`src/rtl/gaoc_pkg.sv`:
```
// Purpose: shared constants and types of the gas alarm and output controller
// Assumes: readings are signed counts where full scale is 1000 counts
// Notes: loop levels are in microamperes, times are converted to cycles or ticks here
package gaoc_pkg;
   localparam int CLK_HZ = 40_000_000;
   localparam int TICK_MS = 100;
   localparam int TICK_CYCLES = CLK_HZ / 1000 * TICK_MS;
   localparam int HOLD_MS = 3000;
   localparam int HOLD_CYCLES = (CLK_HZ / 1000) * HOLD_MS;
   localparam int MENU_TIMEOUT_H = 10;
   localparam int MENU_TIMEOUT_TICKS = MENU_TIMEOUT_H * 3600 * 1000 / TICK_MS;
   localparam int INIT_CLEAR_S = 20;
   localparam int INIT_CLEAR_TICKS = INIT_CLEAR_S * 1000 / TICK_MS;
   localparam int RESULT_MS = 2000;
   localparam int RESULT_TICKS = RESULT_MS / TICK_MS;
   localparam int TICKS_PER_S = 1000 / TICK_MS;
   localparam logic [7:0] ALARM_DELAY_DEFAULT_S = 8'h02;
   localparam int HOLD_CNT_W = 27;
   localparam int LONG_CNT_W = 20;

   localparam logic signed [16:0] FULL_SCALE = 17'sh003E8;
   localparam logic [15:0] SUPPRESS_DEFAULT = 16'h003C;
   localparam logic signed [16:0] NEG_ZERO_LIMIT = 17'sh00064;
   localparam logic [15:0] ZERO_ADJ_LIMIT_DEFAULT = 16'h0064;

   localparam logic [15:0] LOOP_FAULT_UA = 16'h01F4;
   localparam logic [15:0] LOOP_LOW_UA = 16'h09C4;
   localparam logic [15:0] LOOP_ZERO_UA = 16'h0FA0;
   localparam logic [15:0] LOOP_MAX_UA = 16'h55F0;
   localparam logic signed [23:0] LOOP_SLOPE = 24'sh000010;

   typedef enum logic [2:0] {
      MODE_INIT = 3'b000,
      MODE_DETECT = 3'b001,
      MODE_MENU = 3'b010,
      MODE_REGMAINT = 3'b011,
      MODE_FAULT = 3'b100
   } gaoc_mode_e;

   typedef enum logic [1:0] {
      SUB_BROWSE = 2'b00,
      SUB_VIEW = 2'b01,
      SUB_RESULT = 2'b10
   } gaoc_sub_e;

   typedef enum logic [1:0] {
      ITEM_VERSION = 2'b00,
      ITEM_ZERO = 2'b01,
      ITEM_SETTINGS = 2'b10,
      ITEM_REGMAINT = 2'b11
   } gaoc_item_e;

   typedef enum logic [1:0] {
      MOUT_LOW = 2'b00,
      MOUT_ZERO = 2'b01,
      MOUT_HOLD = 2'b10,
      MOUT_LIVE = 2'b11
   } gaoc_mout_e;

   typedef enum logic [3:0] {
      DISP_INIT = 4'h0,
      DISP_CONC = 4'h1,
      DISP_OVER = 4'h2,
      DISP_NEGZERO = 4'h3,
      DISP_ERROR = 4'h4,
      DISP_ITEM = 4'h5,
      DISP_VERSION = 4'h6,
      DISP_SETTINGS = 4'h7,
      DISP_PASS = 4'h8,
      DISP_FAIL = 4'h9
   } gaoc_disp_e;
endpackage : gaoc_pkg

```
`src/rtl/gaoc_tick_div.sv`:
```
// Purpose: divides the system clock down to a one-cycle tick enable
// Assumes: one clock domain, asynchronous active-low reset
// Notes: tick is registered and lasts one cycle every TICK_CYCLES cycles
`timescale 1ns/1ps
`default_nettype none
module gaoc_tick_div #(
   parameter int TICK_CYCLES = 4_000_000
) (
   input wire logic clk,
   input wire logic rst_b,
   output logic tick
);
   localparam int CNT_W = (TICK_CYCLES > 1) ? $clog2(TICK_CYCLES) : 1;
   localparam logic [CNT_W-1:0] LAST = CNT_W'(TICK_CYCLES - 1);

   logic [CNT_W-1:0] cntQ;

   always_ff @(posedge clk or negedge rst_b) begin
      if (!rst_b) begin
         cntQ <= '0;
         tick <= 1'b0;
      end else if (cntQ == LAST) begin
         cntQ <= '0;
         tick <= 1'b1;
      end else begin
         cntQ <= cntQ + 1'b1;
         tick <= 1'b0;
      end
   end
endmodule : gaoc_tick_div
`default_nettype wire

```
`src/rtl/gaoc_top.sv`:
```
// Purpose: mode, alarm, display and loop output control of a gas detector head
// Assumes: keys and status inputs are synchronous to clk; reading is raw sensor counts
// Notes: all outputs are registered; loop level is reported in microamperes
// Functional notes
// RQ1: hold menu key three seconds enters menu
// RQ2: ten hours in menu returns to detection
// RQ3: four menu items, confirm activates shown item
// RQ4: failed zero shows fail, keeps old zero
// RQ5: alarm and red lamp at setpoint
// RQ6: alarm delay two seconds default, cancellable
// RQ7: alarm clears itself below setpoint
// RQ8: over range shows over-scale pattern
// RQ9: green power lamp steadily on
// RQ10: fault lights yellow lamp, shows error code
// RQ11: fault clear restarts through initial clear
// RQ12: detection output linear, clamped at 22 mA
// RQ13: init and inhibit drive 2.5 or 4 mA
// RQ14: maintenance output fixed, hold or live
// RQ15: alarm test output live or 4 mA
// RQ16: suppress readings below value in detection
// RQ17: no suppression in maintenance
// RQ18: minus ten percent shows negative zero
// RQ19: fault over inhibit/test/maintenance over detection
`timescale 1ns/1ps
`default_nettype none
module gaoc_top
   import gaoc_pkg::*;
#(
   parameter int TICK_CYC = TICK_CYCLES,
   parameter int HOLD_CYC = HOLD_CYCLES,
   parameter int MENU_TIMEOUT = MENU_TIMEOUT_TICKS,
   parameter int INIT_TICKS = INIT_CLEAR_TICKS,
   parameter logic [15:0] ZERO_ADJ_LIMIT = ZERO_ADJ_LIMIT_DEFAULT,
   parameter logic [15:0] VERSION_CODE = 16'h0A5C // arbitrary value
) (
   input wire logic clk,
   input wire logic rst_b,
   input wire logic menu_escape_key,
   input wire logic nextKey,
   input wire logic confirmKey,
   input wire logic signed [15:0] rawReading,
   input wire logic [15:0] alarmSetpoint,
   input wire logic alarmUsed,
   input wire logic [7:0] alarmDelaySec,
   input wire logic alarmDelayCancel,
   input wire logic [15:0] suppressValue,
   input wire logic [1:0] maintOutSel,
   input wire logic inhibitActive,
   input wire logic alarmTestActive,
   input wire logic alarmTestOutOn,
   input wire logic faultDetect,
   input wire logic [7:0] faultCode,
   output logic [2:0] modeOut,
   output logic gasAlarm,
   output logic alarm_lamp,
   output logic powerLamp,
   output logic faultLamp,
   output logic [3:0] dispMode,
   output logic [15:0] dispValue,
   output logic [15:0] loopUa,
   output logic zeroPass
);
   gaoc_mode_e modeQ;
   gaoc_sub_e subQ;
   gaoc_item_e itemQ;
   logic tick;
   logic [HOLD_CNT_W-1:0] holdCntQ;
   logic [LONG_CNT_W-1:0] initCntQ;
   logic [LONG_CNT_W-1:0] maintCntQ;
   logic [LONG_CNT_W-1:0] resCntQ;
   logic [11:0] delayCntQ;
   logic menuPrevQ, nextPrevQ, confPrevQ;
   logic signed [15:0] zeroQ;
   logic signed [16:0] conc;
   logic menuPress, nextPress, confPress;
   logic holdDone, timeoutDone, initDone, zeroOk, alarmCond;
   logic [11:0] delayTicks;
   logic [15:0] suppEff;
   logic [15:0] loopD;
   gaoc_disp_e dispD;
   logic [15:0] dispValD;

   gaoc_tick_div #(.TICK_CYCLES(TICK_CYC)) gaoc_tick_div_i (
      .clk(clk),
      .rst_b(rst_b),
      .tick(tick)
   );

   // signed linear loop current with ceiling and no negative current
   function automatic logic [15:0] linearUa(input logic signed [16:0] c);
      logic signed [23:0] v;
      v = $signed({8'h00, LOOP_ZERO_UA}) + $signed({{7{c[16]}}, c}) * LOOP_SLOPE;
      if (v > $signed({8'h00, LOOP_MAX_UA})) begin
         linearUa = LOOP_MAX_UA;
      end else if (v < 24'sh000000) begin
         linearUa = 16'h0000;
      end else begin
         linearUa = v[15:0];
      end
   endfunction : linearUa

   assign conc = 17'($signed(rawReading)) - 17'($signed(zeroQ));
   assign menuPress = menu_escape_key & ~menuPrevQ;
   assign nextPress = nextKey & ~nextPrevQ;
   assign confPress = confirmKey & ~confPrevQ;
   assign holdDone = (modeQ == MODE_DETECT) && menu_escape_key &&
                     (holdCntQ == HOLD_CNT_W'(HOLD_CYC - 1));
   assign timeoutDone = tick && (maintCntQ == LONG_CNT_W'(MENU_TIMEOUT - 1));
   assign initDone = tick && (initCntQ == LONG_CNT_W'(INIT_TICKS - 1));
   assign zeroOk = (rawReading <= $signed(ZERO_ADJ_LIMIT)) &&
                   (rawReading >= -$signed(ZERO_ADJ_LIMIT));
   assign alarmCond = alarmUsed && (modeQ == MODE_DETECT) &&
                      (conc >= $signed({1'b0, alarmSetpoint}));
   assign delayTicks = (alarmDelaySec == 8'h00) ?
                       12'(ALARM_DELAY_DEFAULT_S * TICKS_PER_S) :
                       12'(alarmDelaySec * TICKS_PER_S);
   assign suppEff = (suppressValue == 16'h0000) ? SUPPRESS_DEFAULT : suppressValue;

   always_ff @(posedge clk or negedge rst_b) begin
      if (!rst_b) begin
         menuPrevQ <= 1'b0;
         nextPrevQ <= 1'b0;
         confPrevQ <= 1'b0;
      end else begin
         menuPrevQ <= menu_escape_key;
         nextPrevQ <= nextKey;
         confPrevQ <= confirmKey;
      end
   end

   // operating mode; a fault overrides every mode
   always_ff @(posedge clk or negedge rst_b) begin
      if (!rst_b) begin
         modeQ <= MODE_INIT;
      end else if (faultDetect) begin
         modeQ <= MODE_FAULT; // RQ10
      end else begin
         case (modeQ)
            MODE_INIT: if (initDone) modeQ <= MODE_DETECT;
            MODE_DETECT: if (holdDone) modeQ <= MODE_MENU; // RQ1
            MODE_MENU: begin
               if (timeoutDone || (menuPress && subQ == SUB_BROWSE)) begin
                  modeQ <= MODE_DETECT; // RQ2
               end else if (confPress && subQ == SUB_BROWSE && itemQ == ITEM_REGMAINT) begin
                  modeQ <= MODE_REGMAINT; // RQ3
               end
            end
            MODE_REGMAINT: if (timeoutDone || menuPress) modeQ <= MODE_DETECT;
            MODE_FAULT: modeQ <= MODE_INIT; // RQ11
            default: modeQ <= MODE_INIT;
         endcase
      end
   end

   always_ff @(posedge clk or negedge rst_b) begin
      if (!rst_b) begin
         holdCntQ <= '0;
      end else if (modeQ == MODE_DETECT && menu_escape_key && !holdDone) begin
         holdCntQ <= holdCntQ + 1'b1; // RQ1
      end else begin
         holdCntQ <= '0;
      end
   end

   always_ff @(posedge clk or negedge rst_b) begin
      if (!rst_b) begin
         initCntQ <= '0;
      end else if (modeQ != MODE_INIT) begin
         initCntQ <= '0;
      end else if (tick) begin
         initCntQ <= initCntQ + 1'b1;
      end
   end

   always_ff @(posedge clk or negedge rst_b) begin
      if (!rst_b) begin
         maintCntQ <= '0;
      end else if (modeQ != MODE_MENU && modeQ != MODE_REGMAINT) begin
         maintCntQ <= '0;
      end else if (tick) begin
         maintCntQ <= maintCntQ + 1'b1; // RQ2
      end
   end

   // user menu browsing and item actions
   always_ff @(posedge clk or negedge rst_b) begin
      if (!rst_b) begin
         subQ <= SUB_BROWSE;
         itemQ <= ITEM_VERSION;
         resCntQ <= '0;
      end else if (modeQ != MODE_MENU) begin
         subQ <= SUB_BROWSE;
         itemQ <= ITEM_VERSION;
         resCntQ <= '0;
      end else begin
         case (subQ)
            SUB_BROWSE: begin
               resCntQ <= '0;
               if (confPress && (itemQ == ITEM_VERSION || itemQ == ITEM_SETTINGS)) begin
                  subQ <= SUB_VIEW; // RQ3
               end else if (confPress && itemQ == ITEM_ZERO) begin
                  subQ <= SUB_RESULT;
               end else if (nextPress) begin
                  itemQ <= gaoc_item_e'(itemQ + 2'b01);
               end
            end
            SUB_VIEW: if (menuPress || confPress) subQ <= SUB_BROWSE;
            SUB_RESULT: begin
               if (tick && resCntQ == LONG_CNT_W'(RESULT_TICKS - 1)) begin
                  subQ <= SUB_BROWSE; // RQ4
               end else if (tick) begin
                  resCntQ <= resCntQ + 1'b1;
               end
            end
            default: subQ <= SUB_BROWSE;
         endcase
      end
   end

   always_ff @(posedge clk or negedge rst_b) begin
      if (!rst_b) begin
         zeroQ <= 16'sh0000;
         zeroPass <= 1'b0;
      end else if (modeQ == MODE_MENU && subQ == SUB_BROWSE && itemQ == ITEM_ZERO &&
                   confPress) begin
         zeroPass <= zeroOk;
         if (zeroOk) begin
            zeroQ <= rawReading; // RQ4
         end
      end
   end

   // gas alarm with delay; self resetting
   always_ff @(posedge clk or negedge rst_b) begin
      if (!rst_b) begin
         delayCntQ <= '0;
         gasAlarm <= 1'b0;
         alarm_lamp <= 1'b0;
      end else if (!alarmCond) begin
         delayCntQ <= '0;
         gasAlarm <= 1'b0; // RQ7
         alarm_lamp <= 1'b0;
      end else if (alarmDelayCancel || delayCntQ >= delayTicks) begin
         gasAlarm <= 1'b1; // RQ5
         alarm_lamp <= 1'b1; // RQ6
      end else if (tick) begin
         delayCntQ <= delayCntQ + 1'b1; // RQ6
      end
   end

   // display content
   always_comb begin
      dispD = DISP_CONC;
      dispValD = conc[15:0];
      case (modeQ)
         MODE_INIT: dispD = DISP_INIT;
         MODE_FAULT: begin
            dispD = DISP_ERROR; // RQ10
            dispValD = {8'h00, faultCode};
         end
         MODE_MENU: begin
            case (subQ)
               SUB_VIEW: begin
                  dispD = (itemQ == ITEM_VERSION) ? DISP_VERSION : DISP_SETTINGS;
                  dispValD = (itemQ == ITEM_VERSION) ? VERSION_CODE : alarmSetpoint;
               end
               SUB_RESULT: dispD = zeroPass ? DISP_PASS : DISP_FAIL; // RQ4
               default: begin
                  dispD = DISP_ITEM;
                  dispValD = {14'h0000, itemQ};
               end
            endcase
         end
         MODE_REGMAINT: if (conc > FULL_SCALE) dispD = DISP_OVER; // RQ17
         default: begin
            if (conc > FULL_SCALE) begin
               dispD = DISP_OVER; // RQ8
            end else if (conc <= -NEG_ZERO_LIMIT) begin
               dispD = DISP_NEGZERO; // RQ18
               dispValD = 16'h0000;
            end else if (conc < $signed({1'b0, suppEff})) begin
               dispValD = 16'h0000; // RQ16
            end
         end
      endcase
   end

   // loop level selection by priority
   always_comb begin
      loopD = linearUa(conc); // RQ12
      if (modeQ == MODE_FAULT) begin
         loopD = LOOP_FAULT_UA; // RQ19
      end else if (modeQ == MODE_INIT || inhibitActive) begin
         loopD = (maintOutSel == MOUT_LOW) ? LOOP_LOW_UA : LOOP_ZERO_UA; // RQ13
      end else if (alarmTestActive) begin
         loopD = alarmTestOutOn ? linearUa(conc) : LOOP_ZERO_UA; // RQ15
      end else if (modeQ == MODE_MENU || modeQ == MODE_REGMAINT) begin
         case (gaoc_mout_e'(maintOutSel))
            MOUT_LOW: loopD = LOOP_LOW_UA; // RQ14
            MOUT_ZERO: loopD = LOOP_ZERO_UA;
            MOUT_HOLD: loopD = loopUa;
            default: loopD = linearUa(conc);
         endcase
      end
   end

   always_ff @(posedge clk or negedge rst_b) begin
      if (!rst_b) begin
         modeOut <= MODE_INIT;
         powerLamp <= 1'b0;
         faultLamp <= 1'b0;
         dispMode <= DISP_INIT;
         dispValue <= 16'h0000;
         loopUa <= LOOP_LOW_UA;
      end else begin
         modeOut <= modeQ;
         powerLamp <= 1'b1; // RQ9
         faultLamp <= (modeQ == MODE_FAULT); // RQ10
         dispMode <= dispD;
         dispValue <= dispValD;
         loopUa <= loopD;
      end
   end
endmodule : gaoc_top
`default_nettype wire

```
`config.mk`:
```
export PLATFORM = sky130hd
export DESIGN_NAME = gaoc_top
export DESIGN_NICKNAME = d
export VERILOG_FILES = /design/src/rtl/gaoc_pkg.sv /design/src/rtl/gaoc_tick_div.sv /design/src/rtl/gaoc_top.sv
export SDC_FILE = /design/constraint.sdc
export NUM_CORES = 1
export LEC_CHECK = 0
export ABC_CLOCK_PERIOD_IN_PS = 5200
export CAP_MARGIN = 20
export CORE_ASPECT_RATIO = 0.8
export CORE_MARGIN = 1.5
export CORE_UTILIZATION = 52
export DETAILED_ROUTE_END_ITERATION = 8
export DONT_BUFFER_PORTS = 1
export PLACE_DENSITY = 0.67
export SYNTH_ARGS = -nofsm -noshare
export SYNTH_HDL_FRONTEND = slang
export SYNTH_SLANG_ARGS = --single-unit
```
`constraint.sdc`:
```
create_clock -name clk -period 5.2 [get_ports clk]
set_input_delay 0.78 -clock clk [delete_from_list [all_inputs] [get_ports clk]]
set_output_delay 0.78 -clock clk [all_outputs]
set_load 0.01 [all_outputs]
```
# After elaboration in Yosys (flattened, before gate mapping)

Cells that the tools add are included.

Output and inout port bits: 44
Logic and storage cells: 183
Input port bits: 77
Bits in registers: 191

Bitwise logic cells: 6
Reduce and logical (&&, ||, !) cells: 45
$add $sub $neg: 9
Equality and inequality tests: 33
$mul: 1
Muxes and demuxes: 58
Order comparisons: 9

Operator list:

| operator                 | count |
|---|---|
| $mux W16                 | 12 |
| $mux W20                 | 7 |
| $pmux W16 S3             | 2 |
| $add A20 B1 Y20 const B  | 3 |
| $mux W12                 | 4 |
| $pmux W20 S2             | 1 |
| $pmux W16 S2             | 1 |
| $add A27 B1 Y27 const B  | 1 |
| $eq A27 B27 Y1 const B   | 1 |
| $mux W27                 | 1 |
| $mux W2                  | 13 |
| $add A13 B21 Y22 const A | 1 |
| $add A22 B1 Y22 const B  | 1 |
| $eq A22 B22 Y1 const B   | 1 |
| $gt A22 B16 Y1 const B   | 1 |
| $lt A22 B1 Y1 const B    | 1 |
| $mux W22                 | 1 |
| $eq A20 B19 Y1 const B   | 1 |
| $eq A20 B5 Y1 const B    | 1 |
| $eq A20 B8 Y1 const B    | 1 |
| $logic_and A1 B1 Y1      | 18 |
| $mux W3                  | 6 |
| $ne A3 B3 Y1 const B     | 6 |
| $ge A17 B17 Y1           | 1 |
| other kinds (40)         | 75 |

# Depth between registers and ports, before layout

Gate-level depths: netlist of run 1.

Depth in word-level cells: 10
Depth in mapped cells: 21
Mapped depth without buffers: 20

# Cells and area by module

From an unflattened synthesis of run 1, not the netlist that was laid out.

Cell total of the unflattened synthesis: 1,364
Area, all modules: 12,070.3 um^2

By module, submodules not included:

| module        | sequential area each (um^2) | area an instance (um^2) | cells an instance | instances |
|---|---|---|---|---|
| gaoc_top      | 4,135.2                     | 10,930.5                | 1,249             | 1 |
| gaoc_tick_div | 575.6                       | 1,139.8                 | 115               | 1 |

# Least setup slack after synthesis of run 1

OpenSTA, ideal clock, no wires.

Path kind: input -> register
Start point: in rawReading[0]
End point: reg dispValue[3]
Stages on the path: 20
Setup time: 0.133 ns
Slack: 0.649 ns
Path buffers: 1
Data required time: 5.067 ns
Data arrival time: 4.417 ns
Cell sequence: inv_1 > ha_1 > fa_1 > nand2b_1 > a21o_1 > a21oi_4 > xnor2_1 > inv_1 > ha_1 > a211oi_1 > o21ai_0 > a2111o_1 > a21oi_1 > nor4_1 > a32oi_1 > a41oi_1 > and2_1 > o211ai_2 > buf_6 > o221ai_2

Longest elaborated chain between the ends: 6
Elaborated cells between the ends (all ways): 9
Those cells by class: add/sub: 1; order compare: 3; mux: 5

Ends and longest elaborated chain:

| item                  | RTL line        | text |
|---|---|---|
| from (decl)           | gaoc_top.sv:41  | `input wire logic signed [15:0] rawReading,` |
| $sub A16 B16 Y17 *    | gaoc_top.sv:102 | `assign conc = 17'($signed(rawReading)) - 17'($signed(zeroQ));` |
| $lt A17 B17 Y1        | gaoc_top.sv:281 | `end else if (conc < $signed({1'b0, suppEff})) begin` |
| $mux W16              | gaoc_top.sv:281 |  |
| $mux W16              | gaoc_top.sv:278 | `end else if (conc <= -NEG_ZERO_LIMIT) begin` |
| $mux W16              | gaoc_top.sv:276 | `if (conc > FULL_SCALE) begin` |
| $pmux W16 S3 *        | gaoc_top.sv:255 | `case (modeQ)` |
| named net dispValD[3] | gaoc_top.sv:81  | `logic [15:0] dispValD;` |
| to (signal assigned)  | gaoc_top.sv:320 | `dispValue <= dispValD;` |
| to (decl)             | gaoc_top.sv:59  | `output logic [15:0] dispValue,` |

The timed path passes the listed nets; every way through them passes the cells marked *.
A chain may end at the register's enable or synchronous reset.

# Final worst setup path of run 1

Start point: in rawReading[0]
End point: reg dispValue[2]

The elaborated chain is that of the path after synthesis.

==> metrics.txt, run 1 <==
CP max stage delay 0.41 ns; DRT Wirelength 29.9 mm; Hold Vio Cnt, Final 0; drt initial violations 734; worst hold margin 0.0312 ns; Post-synth EDFFs 0; Post-Synth Adder-Cell Area 9.29%; first-pass GRT wire length 47.6 mm; XOR/XNOR Fraction of Synth Area 8.68%; fraction of layout cells with a size suffix above 1 6.65%; Synth Area in Compound Gates 14.0%; Post-Synth Simple-Gate Area 23.1%; critical path's slowest cell fa_1; design area 12900 um2; Synth Instances 1321; Core ar. 22400 um2; Die Y 138 um; Via-to-Cell Ratio 5.83; largest net degree at the start of global routing 189; Area Growth Syn to Fin 8.50%; delay-heaviest family, CP compound AO/OA/AOI/OAI gates; Fin Setup TNS 0 ns; maximum fanout along the worst path 9; Synth Flop Type dfrtp_1; GP Congestion 0.969; met1 GRT Util 38.3%; worst hold path type input port to async pin; PostCTS Resize Cnt 0; Clock Tree Root clkbuf_16; Placed Area 12200 um2; vias in the first global route 8925; arrival time worst endpoint 5.02 ns; area leader, netlist dfrtp_1; # setup viols final 0; met2 global-route usage 37.1%; CTS H-tree lvls 4; die footprint 23800 um2; CTS tree done; PnR worst setup slack 0.481 ns; CP Capture Type register; Max Cap Viol 0; Slew Viols, Final 0; total clock sinks 188; CTS clk-pin slew, worst paths 0.07 ns; clock buffer depth 2; Tightest Pin Transition 1.12 ns; Critical Path RT 5.50 ns; DIE WIDTH 172 um; GRT Overall Usage 25.8%; # rows 49; initial antenna violation count 0; Overflow after GRT 0; crit path cell chain inv_1 > ha_1 > fa_1 > nand2b_1 > a21oi_1 > o2111ai_1 > o311ai_1 > inv_1 > ha_1 > a211oi_1 > o21ai_0 > a2111o_1 > a21oi_1 > nor4_1 > a32oi_1 > a41oi_1 > and2_1 > o211ai_2 > buf_4 > o221ai_1; routed len/inst 18.1 um; # IOs 121; synthesized area 11900 um2; worst-skew pair later-pin latency 0.44 ns; min Tclk post-route 4.72 ns; P_leak 5.67 nW; TritonCTS buffer count 17; Placement Setup Slack 0.156 ns; RSZ-0062 raised after global routing false; setup bufs post-CTS 0; hold buffers post-CTS 0; sequential area share after synthesis 39.7%; mux contribution to synthesized area 1.15%; hpwl dp 22.6 mm; total iterations of the first detailed-routing run 5; worst path buffer plus inverter count 3; Residual DRC 0; share of the synthesized area in the top cell type 38.6%; Synth area leaders dfrtp_1 (39%), ha_1 (9.0%), nor2_1 (5.2%); asr flop ratio synth 100%; Power Dens Cells 259 nW/um2; number of diodes 0; total number of vias 9594; Synth cell types 81; CP Launch Type input port; CP Class input port to register; fin crit share 90.8%; Top Usage Layer GRT met1; Fill cells 1994; Max Fclk 212 MHz; average cell area after synthesis 8.99 um2; final net count 1490; synth warn 0; remaining antenna violation count after routing 0; main combinational cell family by area after synthesis simple AND/OR/NAND/NOR gates; VDD IR max 0.000249 V; total power 3.34 mW; slew margin rel. 24.7%; synthesized flop and latch total 188; Starting Density 52.9%; clock skew 0.0108 ns; Port Buffer Count 0; met3 usage 6.41%; status completed
## worst register-to-register path, stage by stage (launching register included)
cell       delay (ns)
dfrtp_1          0.39
ha_1             0.21
fa_1             0.41
nand2b_1         0.22
a21oi_1          0.33
o2111ai_1        0.21
o311ai_1         0.18
inv_1            0.19
ha_1             0.25
a211oi_1         0.17
o21ai_0          0.19
a2111o_1         0.38
a21oi_1          0.18
nor4_1           0.08
a32oi_1          0.20
a41oi_1          0.19
and2_1           0.25
o211ai_2         0.19
buf_4            0.22
o221ai_1         0.14
## synth_stat cells, types with 9 or more instances
cell / instances
nor2_1: 166
a21o_1: 22
and4_1: 11
o21ai_1: 10
clkbuf_1: 22
xor2_1: 69
nand3_1: 74
o21a_1: 11
nor3_1: 27
nand2b_1: 13
o21ai_0: 55
or3_1: 15
nand4_1: 28
a21oi_1: 58
nor4b_1: 9
inv_1: 81
nor2b_1: 16
xnor2_1: 45
ha_1: 85
nor4_1: 23
dfrtp_1: 183
nand2_1: 111
and3_1: 26
## power by group
| group | internal, mW | total [mW] | switching [mW] |
|---|---|---|---|
| clock | 0.840 | 1.44 | 0.599 |
| sequential | 1.48 | 1.50 | 0.0228 |
| combinational | 0.157 | 0.399 | 0.243 |
## per-layer routing
layer / vias up / part of all wire, %
met5: - / 0
met4: 0 / 2.0
met3: 35 / 7.9
met2: 290 / 43
met1: 4605 / 47
li1: 4664 / -
## state kept, by name, indices dropped and copies added (netlist names)
register and flops:
alarm_lamp 1, confPrevQ 1, delayCntQ 12, dispMode 4, dispValue 16, faultLamp 1, gaoc_tick_div_i.cntQ 22, gaoc_tick_div_i.tick 1
holdCntQ 27, initCntQ 20, itemQ 2, loopUa 13, maintCntQ 20, menuPrevQ 1, modeOut 3, modeQ 3
nextPrevQ 1, powerLamp 1, resCntQ 20, subQ 2, zeroPass 1, zeroQ 16
## kinds of logic (layout without fill, tap and decap cells)
family | count (synthesis) | after routing
AO/OA/AOI/OAI | 240 | 240
flip-flops | 188 | 188
adder cells (fa/ha/maj) | 87 | 87
multiplexers | 13 | 13
XOR/XNOR | 116 | 116
buffers and inverters | 122 | 138
other | 2 | 4
AND/OR/NAND/NOR | 553 | 553
## layout by cell type (no fill, tap or decap), drive strengths merged, types with 22 or more instances in the layout
cell type  synthesis  routed
a21oi             60      60
nor4              24      24
inv               84      88
and3              26      26
nand3             74      74
nor2             166     166
xnor2             47      47
ha                85      85
dfrtp            183     183
nand2            111     111
nor3              29      29
xor2              69      69
nand4             28      28
a21o              22      22
o21ai             65      65
## through the flow
| stage | utilization [%] | instances |
|---|---|---|
| 2_1_floorplan | - | 1323 |
| 3_3_place_gp | 54.5 | 1612 |
| 3_5_place_dp | 54.5 | 1612 |
| 4_1_cts | 57.4 | 1644 |
| 5_1_grt | 57.4 | 1645 |
| 6_report | 57.4 | 1645 |
## area by class of cell
cell class	count	area [um2]	area share, %
inverter	87	327	2.53
sequential	188	4710	36.6
multi-input combinational	1013	6680	51.9
tap	306	383	2.97
timing repair buffer	19	140	1.09
clock buffer	21	460	3.57
clock inverter	11	179	1.39
## final timing paths
kind                          startpoint       endpoint  slack (ns)  cells after the start
min in group clk              confirmKey      confPrevQ        0.36                      0
max reg2reg                     zeroQ[0]   dispValue[2]        0.48                     19
max                        rawReading[0]   dispValue[2]        0.48                     20
min                                rst_b  maintCntQ[14]        0.03                      0
max in group asynchronous          rst_b      loopUa[2]        4.83                      0
min reg2reg                     zeroQ[9]       zeroQ[9]        0.48                      1
(Power assumes the default switching activity.)
==> inputs of run 2 (changes only) <==
--- a/config.mk
+++ b/config.mk
@@ -7,12 +7,14 @@
 export LEC_CHECK = 0
 export ABC_CLOCK_PERIOD_IN_PS = 5200
 export CAP_MARGIN = 20
+export CELL_PAD_IN_SITES_DETAIL_PLACEMENT = 2
+export CELL_PAD_IN_SITES_GLOBAL_PLACEMENT = 2
 export CORE_ASPECT_RATIO = 0.8
 export CORE_MARGIN = 1.5
-export CORE_UTILIZATION = 52
+export CORE_UTILIZATION = 40
 export DETAILED_ROUTE_END_ITERATION = 8
 export DONT_BUFFER_PORTS = 1
-export PLACE_DENSITY = 0.67
+export PLACE_DENSITY_LB_ADDON = 0.1
 export SYNTH_ARGS = -nofsm -noshare
 export SYNTH_HDL_FRONTEND = slang
 export SYNTH_SLANG_ARGS = --single-unit
==> metrics.txt, run 2 (synthesized netlist as in run 1, its figures left out) <==
slew margin rel. 36.3%; max FFs per register 27; most flop-heavy register holdCntQ; P_leak 5.70 nW; first-pass GRT wire length 59.3 mm; most common cell after layout, fill and taps aside dfrtp_1; CP Capture Type register; die footprint 30700 um2; # IOs 121; launch point of the worst path zeroQ[6]; initial antenna violation count 2; Fin Setup TNS 0 ns; CP Class register to register; maximum fanout along the worst path 10; Via-to-Cell Ratio 5.74; RR Startpoint zeroQ[6]; GRT Overall Usage 25.0%; DRT Wirelength 37.3 mm; clock buffer depth 2; worst hold margin 0.0326 ns; total clock sinks 188; DIE WIDTH 196 um; FF-to-FF path depth 19; worst-skew pair later-pin latency 0.45 ns; # rows 56; worst hold path type input port to async pin; VDD IR max 0.000203 V; Core ar. 29300 um2; CTS tree done; remaining antenna violation count after routing 0; Slew Viols, Final 0; CTS clk-pin slew, worst paths 0.08 ns; Hold Vio Cnt, Final 0; Largest regs holdCntQ: 27 flops, gaoc_tick_div_i.cntQ: 22 flops; Max Fclk 206 MHz; clock skew 0.0116 ns; min Tclk post-route 4.86 ns; final net count 1497; hpwl dp 27.9 mm; Max Cap Viol 0; R2R Setup Slk 0.34 ns; total power 3.30 mW; vias in the first global route 10700; Util after Layout 44.5%; Starting Density 40.5%; total iterations of the first detailed-routing run 5; Port Buffer Count 0; RSZ-0062 raised after global routing false; GP Congestion 0.844; routed len/inst 21.6 um; Critical Path RT 5.50 ns; status completed; TritonCTS buffer count 17; Tightest Pin Transition 0.946 ns; Die Y 157 um; largest net degree at the start of global routing 179; Area Growth Syn to Fin 9.64%; Clock Tree Root clkbuf_16; Overflow after GRT 0; CTS H-tree lvls 4; Critical R2R Capture dispValue[4]; CP Launch Type register; total number of vias 9901; Power Dens Cells 253 nW/um2; Residual DRC 0; arrival time worst endpoint 5.16 ns; fraction of layout cells with a size suffix above 1 7.21%; # setup viols final 0; fin crit share 93.4%; drt initial violations 388; most frequent cells in the layout dfrtp_1 (183), nor2_1 (166), nand2_1 (111)
run 2: layout make-up:
class                      instances  area, um2
fill                            3234      16300
multi-input combinational       1013       6690
sequential                       188       4710
tap                              377        472
clock buffer                      18        429
inverter                          87        327
timing repair buffer              26        213
clock inverter                    14        171
antenna                            2       5.00
run 2: worst max-delay path: stages, from the launching register on:
cell and delay [ns]:
dfrtp_1 0.35, inv_1 0.04, ha_1 0.48, o211a_1 0.28, o21ai_0 0.12, a21oi_1 0.26
a21oi_1 0.13, xnor2_1 0.40, ha_1 0.33, a211oi_1 0.22, o21ai_0 0.17, a2111o_1 0.37
a21oi_1 0.21, nor4_1 0.09, a32oi_1 0.21, a41oi_1 0.20, and2_1 0.26, o211ai_2 0.20
buf_4 0.22, o221ai_1 0.15
run 2: what timing repair did:
item / 4_1_cts / 5_1_grt
endpoints found under the hold margin: 11 / 0
hold buffers: 1 / 0
setup buffers: 0 / 0
resized for setup: 0 / 1
setup endpoints to repair: 0 / 4
run 2: worst max-delay path by stage:
stage                   endpoint  slack, ns  cells past startpoint
CTS                 dispValue[4]       0.31                     19
global route        dispValue[4]       0.08                     20
finish              dispValue[4]       0.34                     19
detailed placement  dispValue[4]      -0.06                     20
floorplan           dispValue[3]       0.65                     20
global placement    dispValue[6]       0.28                     20
run 2: stage by stage:
stage          cell area [um2]  setup WS (ns)  instances
5_1_grt                  13000         0.0778       1724
2_1_floorplan            11900          0.649       1323
4_1_cts                  13000          0.308       1720
3_5_place_dp             12400        -0.0578       1687
6_report                 13000          0.342       1725
3_3_place_gp             12400          0.281       1687
run 2: metal layers:
| metal | GRT usage [%] | routed length [um] |
|---|---|---|
| met4 | 7.42 | 726 |
| met1 | 33.9 | 17500 |
| met2 | 39.4 | 17000 |
| met3 | 6.30 | 2010 |
| met5 | 0 | 13 |
run 2: power breakdown:
part	switching, mW	internal, mW
logic	0.260	0.161
clock network	0.678	0.694
registers	0.0215	1.48
